===== config.mk =====
export PLATFORM = sky130hd
export DESIGN_NAME = lcdp_column_driver
export DESIGN_NICKNAME = d
export VERILOG_FILES = /design/src/lcdp_pkg.sv /design/src/lcdp_column_driver.sv /design/src/lcdp_fifo.sv
export SDC_FILE = /design/constraint.sdc
export NUM_CORES = 1
export LEC_CHECK = 0
export ABC_CLOCK_PERIOD_IN_PS = 7300
export BUFFER_PORTS_ARGS = -buffer_cell sky130_fd_sc_hd__buf_2
export CAP_MARGIN = 20
export CORE_ASPECT_RATIO = 1.25
export CORE_MARGIN = 5
export CORE_UTILIZATION = 54
export DETAILED_ROUTE_END_ITERATION = 10
export PLACE_DENSITY = 0.84
export SLEW_MARGIN = 5
export SYNTH_ARGS = -nofsm -noshare
export SYNTH_HDL_FRONTEND = slang
export SYNTH_HIERARCHICAL = 1
export SYNTH_SLANG_ARGS = --single-unit

===== constraint.sdc =====
create_clock -name clk -period 7.3 [get_ports clk]
set_input_delay 0.365 -clock clk [delete_from_list [all_inputs] [get_ports clk]]
set_output_delay 0.365 -clock clk [all_outputs]
set_load 0.01 [all_outputs]

===== src/lcdp_pkg.sv =====
// Purpose: Shared constants and types for the LCD column driver data path
// Assumes: One 10 MHz system clock; all pins synchronous to it
// Notes:   Drive levels are carried as a 2-bit code per column

package lcdp_pkg;

   // ----------------------------------------------------------------
   // Geometry
   // ----------------------------------------------------------------
   localparam int COLUMNS          = 80;
   localparam int NIBBLE_W         = 4;
   localparam int NIBBLES_PER_LINE = COLUMNS / NIBBLE_W;
   localparam int POS_W            = 5;
   localparam int FIFO_DEPTH       = 8;
   localparam int LEVEL_W          = 2;

   // ----------------------------------------------------------------
   // Reset values and line length
   // ----------------------------------------------------------------
   localparam logic [POS_W-1:0]    POS_RESET    = 5'h0_0;
   localparam logic [NIBBLE_W-1:0] NIBBLE_ZERO  = 4'h0;
   localparam logic [POS_W-1:0]    LINE_NIBBLES = 5'h1_4;

   // ----------------------------------------------------------------
   // Drive level codes
   // ----------------------------------------------------------------
   typedef enum logic [LEVEL_W-1:0]
   {
      LVL_TOP    = 2'h0,
      LVL_SECOND = 2'h1,
      LVL_THIRD  = 2'h2,
      LVL_BOTTOM = 2'h3
   } lcdp_level_type;

   // ----------------------------------------------------------------
   // Line fill states
   // ----------------------------------------------------------------
   typedef enum logic [2:0]
   {
      ST_FILL  = 3'h1,
      ST_DONE  = 3'h2,
      ST_FLUSH = 3'h4
   } lcdp_state_type;

endpackage


===== src/lcdp_column_driver.sv =====
// How it works
// - Column drive levels are updated only after a falling edge of the line latch is seen.
// - A nibble is captured on each falling edge of the shift clock while the chain is enabled, except in a cycle where the latch falls.
// - After the latch falling edge, once the FIFO is empty, the collected data register is copied into the output latch.
// - Direction select high makes terminal A the enable output and B the input, low the reverse.
// - The enable output drops on the latch and rises once 80 bits have been taken in.
// - Direction high maps the first nibble MSB first from column 79 down, low mirrors it.
// - Column placement follows arrival order in the enabled window, not the raw clock count.
// - Data and polarity pick top, bottom, second or third drive level.
// - While disabled the internal shift clock and data bus are held low.
//
// Purpose: Data path of an 80-column LCD driver with cascade enable chain
// Assumes: Shift clock and latch pins are slow, synchronous levels sampled on clk
// Notes:   Latch transfer waits until the FIFO has drained into the data register

`timescale 1ns/10ps

module lcdp_column_driver
   import lcdp_pkg::*;
#(
   parameter int COLS  = COLUMNS,
   parameter int DEPTH = FIFO_DEPTH
)
(
   input  wire logic                    clk,
   input  wire logic                    rst,
   input  wire logic [NIBBLE_W-1:0]     pixel_nibble_in,
   input  wire logic                    nibble_shift_clock,
   input  wire logic                    line_latch_pulse,
   input  wire logic                    direction_select,
   input  wire logic                    ac_polarity,
   input  wire logic                    chain_enable_a_in,
   output logic                         chain_enable_a_out,
   output logic                         chain_enable_a_oe,
   input  wire logic                    chain_enable_b_in,
   output logic                         chain_enable_b_out,
   output logic                         chain_enable_b_oe,
   output logic                         nibble_ready,
   output logic [COLS*LEVEL_W-1:0]      column_outputs
);

   // ----------------------------------------------------------------
   // Functions
   // ----------------------------------------------------------------
   // Drive level from data bit and polarity
   function automatic lcdp_level_type level_of(input logic bit_d, input logic pol);
      lcdp_level_type lv;
      case ({bit_d, pol})
         2'b11:   lv = LVL_TOP;
         2'b10:   lv = LVL_BOTTOM;
         2'b01:   lv = LVL_SECOND;
         default: lv = LVL_THIRD;
      endcase
      return lv;
   endfunction

   // Column index of nibble bit k at fill position pos
   function automatic int col_of(input logic dir, input logic [POS_W-1:0] pos, input int k);
      int c;
      if (dir)
      begin
         c = COLS - 1 - NIBBLE_W * int'(pos) - (NIBBLE_W - 1 - k);
      end
      else
      begin
         c = NIBBLE_W * int'(pos) + (NIBBLE_W - 1 - k);
      end
      return c;
   endfunction

   // ----------------------------------------------------------------
   // Declarations
   // ----------------------------------------------------------------
   // Fill position at which a line of COLS bits is complete
   localparam logic [POS_W-1:0] FILL_END = POS_W'(COLS / NIBBLE_W);

   lcdp_state_type            state;
   lcdp_state_type            next_state;
   logic                      shift_prev;
   logic                      latch_prev;
   logic [POS_W-1:0]          wr_count;
   logic [POS_W-1:0]          next_wr_count;
   logic [POS_W-1:0]          fill_pos;
   logic [POS_W-1:0]          next_fill_pos;
   logic [COLS-1:0]           data_reg;
   logic [COLS-1:0]           next_data_reg;
   logic [COLS*LEVEL_W-1:0]   next_column_outputs;
   logic                      next_enable_out;
   logic                      enable_in;
   logic                      enabled;
   logic                      shift_fall;
   logic                      latch_fall;
   logic                      gated_shift;
   logic [NIBBLE_W-1:0]       gated_nibble;
   logic                      cap_valid;
   logic                      fifo_in_ready;
   logic                      fifo_out_valid;
   logic [NIBBLE_W-1:0]       fifo_out_data;
   logic                      drain_ready;
   logic                      drain;
   logic                      transfer;

   // ----------------------------------------------------------------
   // Enable chain and input gating
   // ----------------------------------------------------------------
   always_comb
   begin
      enable_in    = direction_select ? chain_enable_b_in : chain_enable_a_in;
      enabled      = enable_in && (state == ST_FILL);
      gated_shift  = enabled && nibble_shift_clock;
      gated_nibble = enabled ? pixel_nibble_in : NIBBLE_ZERO;
      shift_fall   = shift_prev && !gated_shift;
      latch_fall   = latch_prev && !line_latch_pulse;
      cap_valid    = shift_fall && enabled && !latch_fall;
   end

   // ----------------------------------------------------------------
   // Line state
   // ----------------------------------------------------------------
   always_comb
   begin
      next_state      = state;
      next_wr_count   = wr_count;
      next_enable_out = chain_enable_a_out;
      transfer        = 1'b0;
      case (state)
         ST_FILL:
         begin
            if (cap_valid && fifo_in_ready)
            begin
               next_wr_count = wr_count + POS_W'(1);
               if (next_wr_count == FILL_END)
               begin
                  next_state      = ST_DONE;
                  next_enable_out = 1'b1;
               end
            end
         end
         ST_DONE:
         begin
            next_enable_out = 1'b1;
         end
         ST_FLUSH:
         begin
            next_enable_out = 1'b0;
            if (!fifo_out_valid)
            begin
               transfer      = 1'b1;
               next_wr_count = POS_RESET;
               next_state    = ST_FILL;
            end
         end
         default:
         begin
            next_state      = ST_FILL;
            next_wr_count   = POS_RESET;
            next_enable_out = 1'b0;
         end
      endcase
      if (latch_fall)
      begin
         next_state      = ST_FLUSH;
         next_enable_out = 1'b0;
      end
   end

   always_ff @(posedge clk or posedge rst)
   begin
      if (rst)
      begin
         state              <= ST_FILL;
         wr_count           <= POS_RESET;
         shift_prev         <= 1'b0;
         latch_prev         <= 1'b0;
         chain_enable_a_out <= 1'b0;
         chain_enable_b_out <= 1'b0;
         chain_enable_a_oe  <= 1'b0;
         chain_enable_b_oe  <= 1'b0;
      end
      else
      begin
         state              <= next_state;
         wr_count           <= next_wr_count;
         shift_prev         <= gated_shift;
         latch_prev         <= line_latch_pulse;
         chain_enable_a_out <= next_enable_out;
         chain_enable_b_out <= next_enable_out;
         chain_enable_a_oe  <= direction_select;
         chain_enable_b_oe  <= !direction_select;
      end
   end

   // ----------------------------------------------------------------
   // Nibble buffer
   // ----------------------------------------------------------------
   lcdp_fifo
   #(
      .WIDTH (NIBBLE_W),
      .DEPTH (DEPTH)
   )
   u_fifo
   (
      .clk       (clk),
      .rst       (rst),
      .in_valid  (cap_valid),
      .in_data   (gated_nibble),
      .in_ready  (fifo_in_ready),
      .out_valid (fifo_out_valid),
      .out_data  (fifo_out_data),
      .out_ready (drain_ready)
   );

   // ----------------------------------------------------------------
   // Data register and output latch
   // ----------------------------------------------------------------
   always_comb
   begin
      drain_ready         = (fill_pos != FILL_END) && !transfer;
      drain               = fifo_out_valid && drain_ready;
      next_fill_pos       = fill_pos;
      next_data_reg       = data_reg;
      next_column_outputs = column_outputs;
      if (drain)
      begin
         for (int k = 0; k < NIBBLE_W; k++)
         begin
            next_data_reg[col_of(direction_select, fill_pos, k)] = fifo_out_data[k];
         end
         next_fill_pos = fill_pos + POS_W'(1);
      end
      if (transfer)
      begin
         next_fill_pos = POS_RESET;
         for (int c = 0; c < COLS; c++)
         begin
            next_column_outputs[c*LEVEL_W +: LEVEL_W] =
               level_of(data_reg[c], ac_polarity);
         end
      end
   end

   always_ff @(posedge clk or posedge rst)
   begin
      if (rst)
      begin
         fill_pos       <= POS_RESET;
         data_reg       <= '0;
         column_outputs <= '0;
         nibble_ready   <= 1'b0;
      end
      else
      begin
         fill_pos       <= next_fill_pos;
         data_reg       <= next_data_reg;
         column_outputs <= next_column_outputs;
         nibble_ready   <= fifo_in_ready && (next_state == ST_FILL);
      end
   end

endmodule


===== src/lcdp_fifo.sv =====
// Purpose: Small FIFO between nibble capture and the data register
// Assumes: DEPTH is a power of two
// Notes:   Read data, valid and ready all come from flip-flops

`timescale 1ns/10ps

module lcdp_fifo
#(
   parameter int WIDTH = 4,
   parameter int DEPTH = 8
)
(
   input  wire logic             clk,
   input  wire logic             rst,
   input  wire logic             in_valid,
   input  wire logic [WIDTH-1:0] in_data,
   output logic                  in_ready,
   output logic                  out_valid,
   output logic [WIDTH-1:0]      out_data,
   input  wire logic             out_ready
);

   localparam int AW = $clog2(DEPTH);
   localparam int CW = AW + 1;

   logic [WIDTH-1:0] mem [DEPTH];
   logic [AW-1:0]    wr_ptr;
   logic [AW-1:0]    rd_ptr;
   logic [CW-1:0]    count;
   logic [AW-1:0]    next_wr_ptr;
   logic [AW-1:0]    next_rd_ptr;
   logic [CW-1:0]    next_count;
   logic [WIDTH-1:0] next_out_data;
   logic             do_wr;
   logic             do_rd;

   // ----------------------------------------------------------------
   // Pointer and count update
   // ----------------------------------------------------------------
   always_comb
   begin
      do_wr       = in_valid && in_ready;
      do_rd       = out_valid && out_ready;
      next_wr_ptr = do_wr ? wr_ptr + AW'(1) : wr_ptr;
      next_rd_ptr = do_rd ? rd_ptr + AW'(1) : rd_ptr;
      next_count  = count;
      if (do_wr && !do_rd)
      begin
         next_count = count + CW'(1);
      end
      else if (do_rd && !do_wr)
      begin
         next_count = count - CW'(1);
      end
      // Bypass when the head slot is written this cycle
      if (do_wr && (wr_ptr == next_rd_ptr))
      begin
         next_out_data = in_data;
      end
      else
      begin
         next_out_data = mem[next_rd_ptr];
      end
   end

   always_ff @(posedge clk or posedge rst)
   begin
      if (rst)
      begin
         wr_ptr    <= '0;
         rd_ptr    <= '0;
         count     <= '0;
         out_valid <= 1'b0;
         in_ready  <= 1'b0;
         out_data  <= '0;
      end
      else
      begin
         wr_ptr    <= next_wr_ptr;
         rd_ptr    <= next_rd_ptr;
         count     <= next_count;
         out_valid <= (next_count != '0);
         in_ready  <= (next_count != CW'(DEPTH));
         out_data  <= next_out_data;
      end
   end

   always_ff @(posedge clk)
   begin
      if (do_wr)
      begin
         mem[wr_ptr] <= in_data;
      end
   end

endmodule


==> impl_metrics.json, run 1 <==
{
  "setup_tns_ns": 0,
  "place_congestion": 0.902,
  "synth_async_sr_flop_share": 0.896,
  "io-pin-count": 177,
  "dieArea_um2": 32800,
  "antenna_found_initial": 0,
  "finalCriticalPeriod_ns": 3.53,
  "cts_buffer_depth": 3,
  "synth_area_leaders": "dfrtp_1, ha_1, mux2_2",
  "crit_arrival_ns": 3.97,
  "rsz0062_at_grt": "false",
  "synth_enable_flop_cells": 32,
  "setup_viol": 0,
  "cts_buffers": 30,
  "syn_area_per_cell_um2": 11.3,
  "cp_slowest_cell": "dfrtp_1",
  "holdPathStages": 2,
  "grt-ovfl-total": 0,
  "syn_inst": 1397,
  "synth.most_common_cell": "dfrtp_1",
  "critPathMaxStageDelay_ns": 0.71,
  "htree_levels": 1,
  "ir_drop_mv": 0.229,
  "synthDistinctLibCells": 82,
  "drt_iter0_markers": 705,
  "worst-path-max-fanout": 21,
  "path_class": "flip-flop to flip-flop",
  "grt_pass1_vias": 11300,
  "drtPass1Iterations": 5,
  "hp-class": "input port to flip-flop",
  "grt_usage": 0.224,
  "start_util": 0.544,
  "nets": 1733,
  "vias_per_cell": 5.69,
  "routedWlPerCell_um": 18.7,
  "p_leak_nw": 8.28,
  "path_clk_slew_ns": 0.06,
  "r2r_slack_ns": 3.77,
  "hold_slack_ns": 0.0591,
  "hold_viol": 0,
  "cts_tree": "done",
  "path_cells": "inv_1, ha_1, and3_1, nor2_1, nand2_1, a211oi_1, o2bb2ai_1, a211oi_1, o31ai_2",
  "layout-drive-gt1-share": 0.235,
  "power.total_mw": 7.77,
  "portBuffers": 176,
  "fp-row-count": 70,
  "yosysSeqAreaShare": 0.496,
  "powerDensity_nw_per_um2": 433,
  "hpwl_um": 25800,
  "core-area_um2": 29100,
  "fmax_mhz": 284,
  "post_cts_buffers": 0,
  "finalWorstSetupSlack_ns": 3.77,
  "die_y_um": 201,
  "worstSkewPairLatency_ns": 0.56,
  "crit_top_cell": "a211oi_1",
  "critPathRequiredTime_ns": 7.74,
  "drc": 0,
  "r2r_end": "u_fifo/out_data[2]$_DFF_PP0_",
  "area_growth_pct": 13.6,
  "die_width_um": 163,
  "worst_pin_slew_ns": 1.07,
  "routed_wl_um": 36800,
  "yosys_warnings": 6,
  "synth_common_cells": "dfrtp_1, nor2_1, ha_1",
  "finClkSkew_ns": 0.00668,
  "hold_end": "shift_prev$_DFF_PP0_",
  "slew_violations": 0,
  "status": "complete, no violations",
  "synth_top_area_frac": 0.433,
  "syn-num-nets": 1583,
  "largest_reg_flops": 160,
  "grt_pass1_wl_um": 59600,
  "yosysTopAreaCell": "dfrtp_1",
  "synthFlopType": "dfrtp_1",
  "max_slew_margin": 0.286,
  "fin_crit_sh": 0.483,
  "r2r_cells": 9,
  "cts_root_buf": "clkbuf_16",
  "hold_path.startpoint": "nibble_shift_clock",
  "antenna_cells": 0,
  "endpoint_kind": "flip-flop",
  "grt_max_degree": 245,
  "timing.rr.start": "fill_pos[1]$_DFFE_PP0P_",
  "pre_cts_slack_ns": 3.86,
  "cap_violations": 0,
  "syn_area_um2": 15800,
  "vias": 11200,
  "clock_sinks": 307,
  "ys_ff_latch": 307,
  "crit_path_start": "fill_pos[1]$_DFFE_PP0P_",
  "worstSetupStartpointType": "flip-flop",
  "drtAntennaViolNets": 0
}
## metal layers
layer / wire length [um] / GRT usage / part of all wire
met1: 14400 / 0.276 / 0.39
met2: 19400 / 0.404 / 0.53
met3: 1680 / 0.0236 / 0.046
met4: 1300 / 0.0815 / 0.035
met5: 0 / 0 / 0
## what timing repair did
item | in CTS | in global routing
gates resized for setup | 0 | 0
hold buffers | 2 | 0
endpoints found under the hold margin | 17 | 0
setup endpoints to repair | 0 | 0
## logic make-up (layout without fill, tap and decap cells)
| family | Yosys count | in the layout | synth area share |
|---|---|---|---|
| buffers and inverters | 173 | 346 | 0.0483 |
| AO/OA/AOI/OAI | 256 | 256 | 0.115 |
| XOR/XNOR | 16 | 16 | 0.0118 |
| adder cells (fa/ha/maj) | 174 | 174 | 0.138 |
| flip-flops | 307 | 307 | 0.496 |
| multiplexers | 119 | 119 | 0.0845 |
| AND/OR/NAND/NOR | 352 | 352 | 0.107 |
## layout make-up
type                    count  area [um^2]
repair buffers            184          971
inverters                 107          410
fillers                  2273        11100
well taps                 396          495
clock inverters            10          128
clock buffers              45          900
flip-flops and latches    307         7840
multi-input cells         917         7220
## stage by stage
| step | instances | instance area, um^2 | utilization |
|---|---|---|---|
| 6_report | 1966 | 18000 | 0.618 |
| 5_1_grt | 1966 | 18000 | 0.618 |
| 4_1_cts | 1966 | 18000 | 0.618 |
| 3_5_place_dp | 1909 | 16900 | 0.582 |
| 3_3_place_gp | 1909 | 16900 | 0.582 |
| 2_1_floorplan | 1397 | 15800 | - |
## layout by cell type (no fill, tap or decap), types with 6 or more instances in the layout
cell type / Yosys / routed
clkbuf_1: 12 / 8
xnor2_1: 9 / 9
o311ai_1: 6 / 6
a31oi_1: 7 / 7
edfxtp_1: 32 / 32
mux2_1: 14 / 14
nor2_1: 195 / 195
nand4b_1: 6 / 6
nand2b_1: 7 / 7
nand2_1: 28 / 28
buf_2: 43 / 176
o211ai_1: 29 / 29
ha_1: 174 / 174
a211oi_1: 8 / 8
a21oi_1: 94 / 94
nand4_1: 12 / 12
a2bb2oi_1: 13 / 13
o2bb2ai_1: 43 / 43
nor3_1: 26 / 26
o21ai_0: 11 / 11
clkinv_2: 0 / 6
mux2_2: 103 / 103
nand3_1: 25 / 25
dfrtp_1: 274 / 274
inv_1: 105 / 103
and3_1: 12 / 12
clkbuf_16: 0 / 32
## worst max path at each step
stage | to | slack (ns) | cells after the start
after floorplan | column_outputs[34]$_DFFE_PP0P_ | 3.14 | 3
after global placement | u_fifo/out_data[2]$_DFF_PP0_ | 3.97 | 9
after detailed placement | u_fifo/out_data[2]$_DFF_PP0_ | 3.86 | 9
after CTS | u_fifo/out_data[2]$_DFF_PP0_ | 3.82 | 9
after global routing | u_fifo/out_data[2]$_DFF_PP0_ | 3.51 | 9
final | u_fifo/out_data[2]$_DFF_PP0_ | 3.77 | 9
## power by group
group / switching, mW / internal (mW)
Clock: 0.645 / 0.954
Sequential: 0.614 / 2.40
Combinational: 1.82 / 1.34
## worst max-delay path, delay by kind of cell, from the launching register on
family                     cells  cell delay [ns]
buffers and inverters          1             0.22
adders and majority gates      1             0.25
and+or+nand+nor                3             1.19
DFF                            1             0.71
AOI/OAI and AO/OA              4             1.01
No activity file was read; power rests on OpenSTA's default activity.
==> run 2: changes to the inputs <==
ABC_AREA = 1   (was not set)
ABC_CLOCK_PERIOD_IN_PS = 3050   (was 7300)
clock period = 3.05 ns   (was 7.3 ns; I/O delays follow)
==> run 2 against run 1 <==
Effect of this change:
- final cell count is 46% higher
- flip-flop and latch count stayed put
- first-iteration DRC count is 120% higher
- wire length increased by 27%
- synthesized area rose by 13%
- critical path depth grew 5
- sequential power rose by 140%
- clock skew grew 0.0064 ns
- synthesized cell count grew 63%
- worst hold slack gained 0.025 ns
- combinational power increased to 2.8 times the previous value
==> impl_metrics.json, run 2 <==
{
  "status": "complete, no violations",
  "crit_top_cell": "nand2_1",
  "syn_area_um2": 18000,
  "path_clk_slew_ns": 0.06,
  "final_cell_mix": "nand2_1, dfrtp_1, inv_1, o21ai_0, buf_2",
  "drt_iter0_markers": 1532,
  "dieArea_um2": 37000,
  "grt_max_degree": 166,
  "yosysTopAreaCell": "dfrtp_1",
  "num-fill-cells": 2730,
  "hold_slack_ns": 0.0841,
  "drtAntennaViolNets": 0,
  "synth-simple-area-share": 0.287,
  "powerDensity_nw_per_um2": 959,
  "grt-ovfl-total": 0,
  "hpwl_um": 31600,
  "p_leak_nw": 10.6,
  "synth_top_family_by_area": "simple AND/OR/NAND/NOR gates",
  "synthFlopType": "dfrtp_1",
  "clock_sinks": 307,
  "critPathMaxStageDelay_ns": 0.52,
  "synthMuxAreaShare": 0,
  "grt_usage": 0.248,
  "rsz0062_at_grt": "false",
  "nets": 2623,
  "clkPwrFrac": 0.190,
  "finClkSkew_ns": 0.0131,
  "core-area_um2": 32800,
  "layout-drive-gt1-share": 0.139,
  "yosysSeqAreaShare": 0.437,
  "ys_ff_latch": 307,
  "ir_drop_mv": 0.714,
  "pre_cts_slack_ns": 0.547,
  "p_switching_mw": 8.68,
  "finalWorstSetupSlack_ns": 0.477,
  "antenna_cells": 0,
  "syn_inst": 2275,
  "synth_common_cells": "nand2_1, dfrtp_1, inv_1",
  "routedWlPerCell_um": 16.3,
  "p_sw_frac": 0.444,
  "vias_per_cell": 5.51,
  "synth_async_sr_flop_share": 0.896,
  "vias": 15800,
  "hold_buffers": 4,
  "fin_crit_sh": 0.844,
  "postPlaceCellArea_um2": 19300,
  "fmax_mhz": 389,
  "path_cells": "dlygate4sd3_1, buf_2, buf_4, nand2_1, nand2_2, nand3_4, nor2_2, nand2_1, o21ai_0, inv_1, nand2_1, nand2_1, nand2_1, nand2_1",
  "cp_slowest_cell": "dlygate4sd3_1",
  "crit_arrival_ns": 3.03,
  "slew_violations": 0,
  "setup_tns_ns": 0,
  "htree_levels": 1,
  "cap_violations": 0,
  "syn-num-nets": 2461,
  "grt_pass1_wl_um": 76800,
  "cts_tree": "done",
  "endpoint_kind": "flip-flop",
  "final_cell_area_um2": 20400,
  "hp-class": "input port to flip-flop",
  "die_width_um": 173,
  "synth.most_common_cell": "nand2_1",
  "die_y_um": 214,
  "combPwrFrac": 0.446,
  "drtPass1Iterations": 8,
  "start_util": 0.548,
  "synth_fa_ha_area_frac": 0.121,
  "intPower_mw": 10.9,
  "synth_top_area_frac": 0.382,
  "cts_root_buf": "clkbuf_16",
  "synth-compound-area-share": 0.0832,
  "synth_area_leaders": "dfrtp_1, nand2_1, ha_1",
  "max_slew_margin": 0.447,
  "worst-path-max-fanout": 25,
  "hold_viol": 0,
  "cts_buffer_depth": 3,
  "place_congestion": 0.996,
  "cts_buffers": 31,
  "worstSetupStartpointType": "input port",
  "drc": 0,
  "setup_viol": 0,
  "worst_pin_slew_ns": 0.830,
  "largest_reg_flops": 160,
  "fp-row-count": 74,
  "io-pin-count": 177,
  "grt_pass1_vias": 15700,
  "antenna_found_initial": 0,
  "syn_area_per_cell_um2": 7.89,
  "crit_family": "buffers and inverters",
  "synthDistinctLibCells": 38,
  "yosys_warnings": 6,
  "synthXorXnorAreaFrac": 0.00244,
  "path_class": "input port to flip-flop",
  "cp_num_buf_inv": 4,
  "cts_resized": 0,
  "synth_enable_flop_cells": 32,
  "portBuffers": 176,
  "area_growth_pct": 13.4,
  "layout_commonest_cell": "nand2_1",
  "routed_wl_um": 46700,
  "worstSkewPairLatency_ns": 0.57,
  "critPathRequiredTime_ns": 3.51,
  "power.share.sequential": 0.364,
  "post_cts_buffers": 0,
  "power.total_mw": 19.5,
  "finalCriticalPeriod_ns": 2.57
}
==> run 2: cell count changes in the layout (fill, tap and decap cells not counted), moves of 27 or more <==
cell and delta:
buf_4 +27, inv_1 +95, nor2_1 -78, o211ai_1 -27, nand2_1 +812, mux2_2 -103, o21ai_0 +172, a21oi_1 -69
o2bb2ai_1 -43, nand3_1 +133, o22ai_1 +39
==> run 2: power by group through the flow <==
stage | Combinational [mW] | Clock, mW | Sequential, mW
6_report | 8.71 | 3.72 | 7.11
5_1_grt | 9.69 | 3.98 | 7.33
4_1_cts | 8.71 | 3.79 | 7.11
3_5_place_dp | 8.62 | 0 | 7.15
3_3_place_gp | 8.35 | 0 | 7.07
2_1_floorplan | 5.14 | 0 | 7.37
==> run 2: path summary, 6_finish.rpt <==
| path | from | to | slack (ns) | cells past startpoint |
|---|---|---|---|---|
| hold / removal | chain_enable_a_in | shift_prev$_DFF_PP0_ | 0.08 | 5 |
| setup reg to reg | fill_pos[3]$_DFFE_PP0P_ | data_reg[51]$_DFFE_PP0P_ | 0.60 | 13 |
| max in group asynchronous | rst | data_reg[8]$_DFFE_PP0P_ | 1.87 | 4 |
| hold reg to reg | column_outputs[105]$_DFFE_PP0P_ | column_outputs[105]$_DFFE_PP0P_ | 0.46 | 2 |
| min in group asynchronous | rst | u_fifo/in_ready$_DFF_PP0_ | 0.24 | 3 |
| setup / recovery | direction_select | data_reg[51]$_DFFE_PP0P_ | 0.48 | 14 |
==> run 2: logic make-up after synthesis <==
| family | Yosys count |
|---|---|
| AO/OA/AOI/OAI | 275 |
| XOR/XNOR | 5 |
| adder cells (fa/ha/maj) | 174 |
| buffers and inverters | 302 |
| flip-flops | 307 |
| AND/OR/NAND/NOR | 1212 |
==> run 2: final cells by class <==
cell class | instances | area, um^2 | area share
Tap cell | 418 | 523 | 0.0257
Sequential cell | 307 | 7840 | 0.385
Multi-Input combinational cell | 1666 | 8870 | 0.436
Inverter | 211 | 805 | 0.0395
Clock buffer | 39 | 881 | 0.0433
Timing Repair Buffer | 220 | 1330 | 0.0655
Clock inverter | 14 | 106 | 0.00522
==> run 2: worst register-to-register path: stages (launching register included) <==
cell	delay [ns]
dfrtp_1	0.44
inv_1	0.13
ha_1	0.31
nand2_1	0.06
nand2_2	0.13
nand3_4	0.18
nor2_2	0.44
nand2_1	0.20
o21ai_0	0.20
inv_1	0.06
nand2_1	0.06
nand2_1	0.04
nand2_1	0.06
nand2_1	0.04
==> run 2: per-stage QoR <==
stage,std cells,util
final,2875,0.621
after global routing,2875,0.621
after CTS,2875,0.621
after detailed placement,2818,0.590
after global placement,2818,0.590
after floorplan,2275,-
==> run 2: metal layers <==
layer,part of all wire,global-route usage,wire length (um),vias to the layer above
met5,0,0,0,-
met4,0.039,0.102,1810,0
met3,0.060,0.0376,2800,146
met2,0.49,0.443,23100,604
met1,0.41,0.304,19100,7460
li1,-,-,-,7627
==> run 3: changes to the inputs <==
ABC_CLOCK_PERIOD_IN_PS = 2400   (was 3050)
CORE_UTILIZATION = 60   (was 54)
PLACE_DENSITY = 0.88   (was 0.84)
clock period = 2.4 ns   (was 3.05 ns; I/O delays follow)
==> run 3 against run 2 <==
Effect of this change:
- cell area increased by 2.8%
- final cell count increased by 1.0%
- wire length rose by 3.7%
- critical path depth fell by 3
- total power is 34% higher
- global-route usage up 4.0 points
- sequential power up 27%
- utilization grew 9.0 points
- flip-flop and latch count unchanged
- worst hold slack got worse by 0.0062 ns
- clock-buffer cell count increased by 4
- setup slack worse by 0.31 ns
- highest routed layer unchanged
==> impl_metrics.json, run 3 (synthesis results as in run 2) <==
{
  "status": "complete, no violations",
  "hp-class": "input port to flip-flop",
  "antenna_found_initial": 0,
  "io-pin-count": 177,
  "vias_per_cell": 5.58,
  "setup_viol": 0,
  "postPlaceCellArea_um2": 19600,
  "drc": 0,
  "grt_max_degree": 166,
  "cts_buffers": 30,
  "clock_sinks": 307,
  "fmax_mhz": 447,
  "vias": 16200,
  "final_cell_mix": "nand2_1, dfrtp_1, inv_1, buf_2, ha_1",
  "finClkSkew_ns": 0.0190,
  "slew_violations": 0,
  "htree_levels": 1,
  "area_growth_pct": 16.6,
  "core-area_um2": 29400,
  "setup_tns_ns": 0,
  "hold_slack_ns": 0.0779,
  "crit_arrival_ns": 2.75,
  "die_y_um": 203,
  "drtAntennaViolNets": 0,
  "drt_iter0_markers": 1409,
  "finalCriticalPeriod_ns": 2.24,
  "worstSkewPairLatency_ns": 0.58,
  "endpoint_kind": "flip-flop",
  "grt_usage": 0.287,
  "grt-ovfl-total": 0,
  "die_width_um": 165,
  "cts_buffer_depth": 3,
  "cts_root_buf": "clkbuf_16",
  "path_clk_slew_ns": 0.07,
  "p_leak_nw": 10.9,
  "largest_reg_flops": 160,
  "register_area_um2": 7850,
  "antenna_cells": 0,
  "nets": 2671,
  "layout_commonest_cell": "nand2_1",
  "grt_pass1_vias": 16100,
  "rsz0062_at_grt": "true",
  "fp-row-count": 70,
  "max_slew_margin": 0.376,
  "ir_drop_mv": 0.865,
  "layout-drive-gt1-share": 0.159,
  "pre_cts_slack_ns": 0.0720,
  "dieArea_um2": 33500,
  "grt_pass1_wl_um": 79200,
  "final_cell_area_um2": 20900,
  "worst-path-max-fanout": 11,
  "hpwl_um": 32500,
  "worst_pin_slew_ns": 0.936,
  "power.total_mw": 26.1,
  "cts_tree": "done",
  "place_congestion": 0.954,
  "portBuffers": 176,
  "path_class": "flip-flop to flip-flop",
  "worstSetupStartpointType": "flip-flop",
  "hold_viol": 0,
  "powerDensity_nw_per_um2": 1250,
  "multi_input_area_um2": 8950,
  "start_util": 0.610,
  "fin_crit_sh": 0.933,
  "finalWorstSetupSlack_ns": 0.162,
  "critPathRequiredTime_ns": 2.91,
  "drtPass1Iterations": 5,
  "routedWlPerCell_um": 16.7,
  "num-fill-cells": 2260,
  "cap_violations": 0,
  "routed_wl_um": 48500
}
## run 3: changes by cell type in the layout (fill, tap and decap cells not counted), sizes merged, moves of 2 or more
cell | before | now
clkbuf | 39 | 43
buf | 216 | 260
dlygate4sd3 | 4 | 7
inv | 210 | 208
bufinv | 1 | 4
clkinv | 11 | 9
## run 3: final timing paths
path / startpoint / endpoint / slack [ns] / cells after the start
min in group asynchronous: rst / u_fifo/wr_ptr[1]$_DFFE_PP0P_ / 0.25 / 3
max reg2reg: fill_pos[0]$_DFFE_PP0P_ / data_reg[16]$_DFFE_PP0P_ / 0.16 / 11
max in group asynchronous: rst / column_outputs[85]$_DFFE_PP0P_ / 1.32 / 4
min reg2reg: column_outputs[70]$_DFFE_PP0P_ / column_outputs[70]$_DFFE_PP0P_ / 0.46 / 2
min: pixel_nibble_in[2] / u_fifo/mem[1][2]$_DFFE_PP_ / 0.08 / 4
max: fill_pos[0]$_DFFE_PP0P_ / data_reg[16]$_DFFE_PP0P_ / 0.16 / 11
## run 3: power by group
part	switching, mW	internal (mW)
combinational	7.83	4.24
sequential	1.52	7.48
clock	2.03	3.05
## run 3: through the flow
stage / util / instances
5_1_grt: 0.711 / 2905
6_report: 0.711 / 2905
3_3_place_gp: 0.664 / 2824
4_1_cts: 0.703 / 2887
2_1_floorplan: - / 2275
3_5_place_dp: 0.664 / 2824
## run 3: cell type report
type / count / share of cell area
repair buffers: 267 / 0.0839
flip-flops and latches: 307 / 0.375
multi-input cells: 1668 / 0.428
inverters: 211 / 0.0385
clock inverters: 13 / 0.00825
clock buffers: 43 / 0.0432
well taps: 396 / 0.0237
## run 3: worst max-delay path, cell delays in order, from the launching register on
cell     delay (ns)
dfrtp_1        0.42
inv_1          0.16
ha_1           0.32
inv_1          0.18
nand2_1        0.10
inv_1          0.37
o21ai_0        0.21
nand3_1        0.11
nand2_1        0.10
nor2_1         0.10
nand2_1        0.05
nand2_1        0.05
## run 3: per-layer routing
| metal | global-route usage | vias to the layer above | wire length (um) |
|---|---|---|---|
| met1 | 0.351 | 7627 | 18500 |
| met4 | 0.122 | 0 | 1970 |
| met3 | 0.0370 | 164 | 3370 |
| met5 | 0 | - | 0 |
| li1 | - | 7736 | - |
| met2 | 0.508 | 695 | 24700 |
## run 3: timing repair
action | in CTS | in global routing
buffers inserted | 0 | 16
hold endpoints to repair | 288 | 0
setup endpoints to repair | 0 | 60
hold buffers | 7 | 0
gates resized for setup | 0 | 18
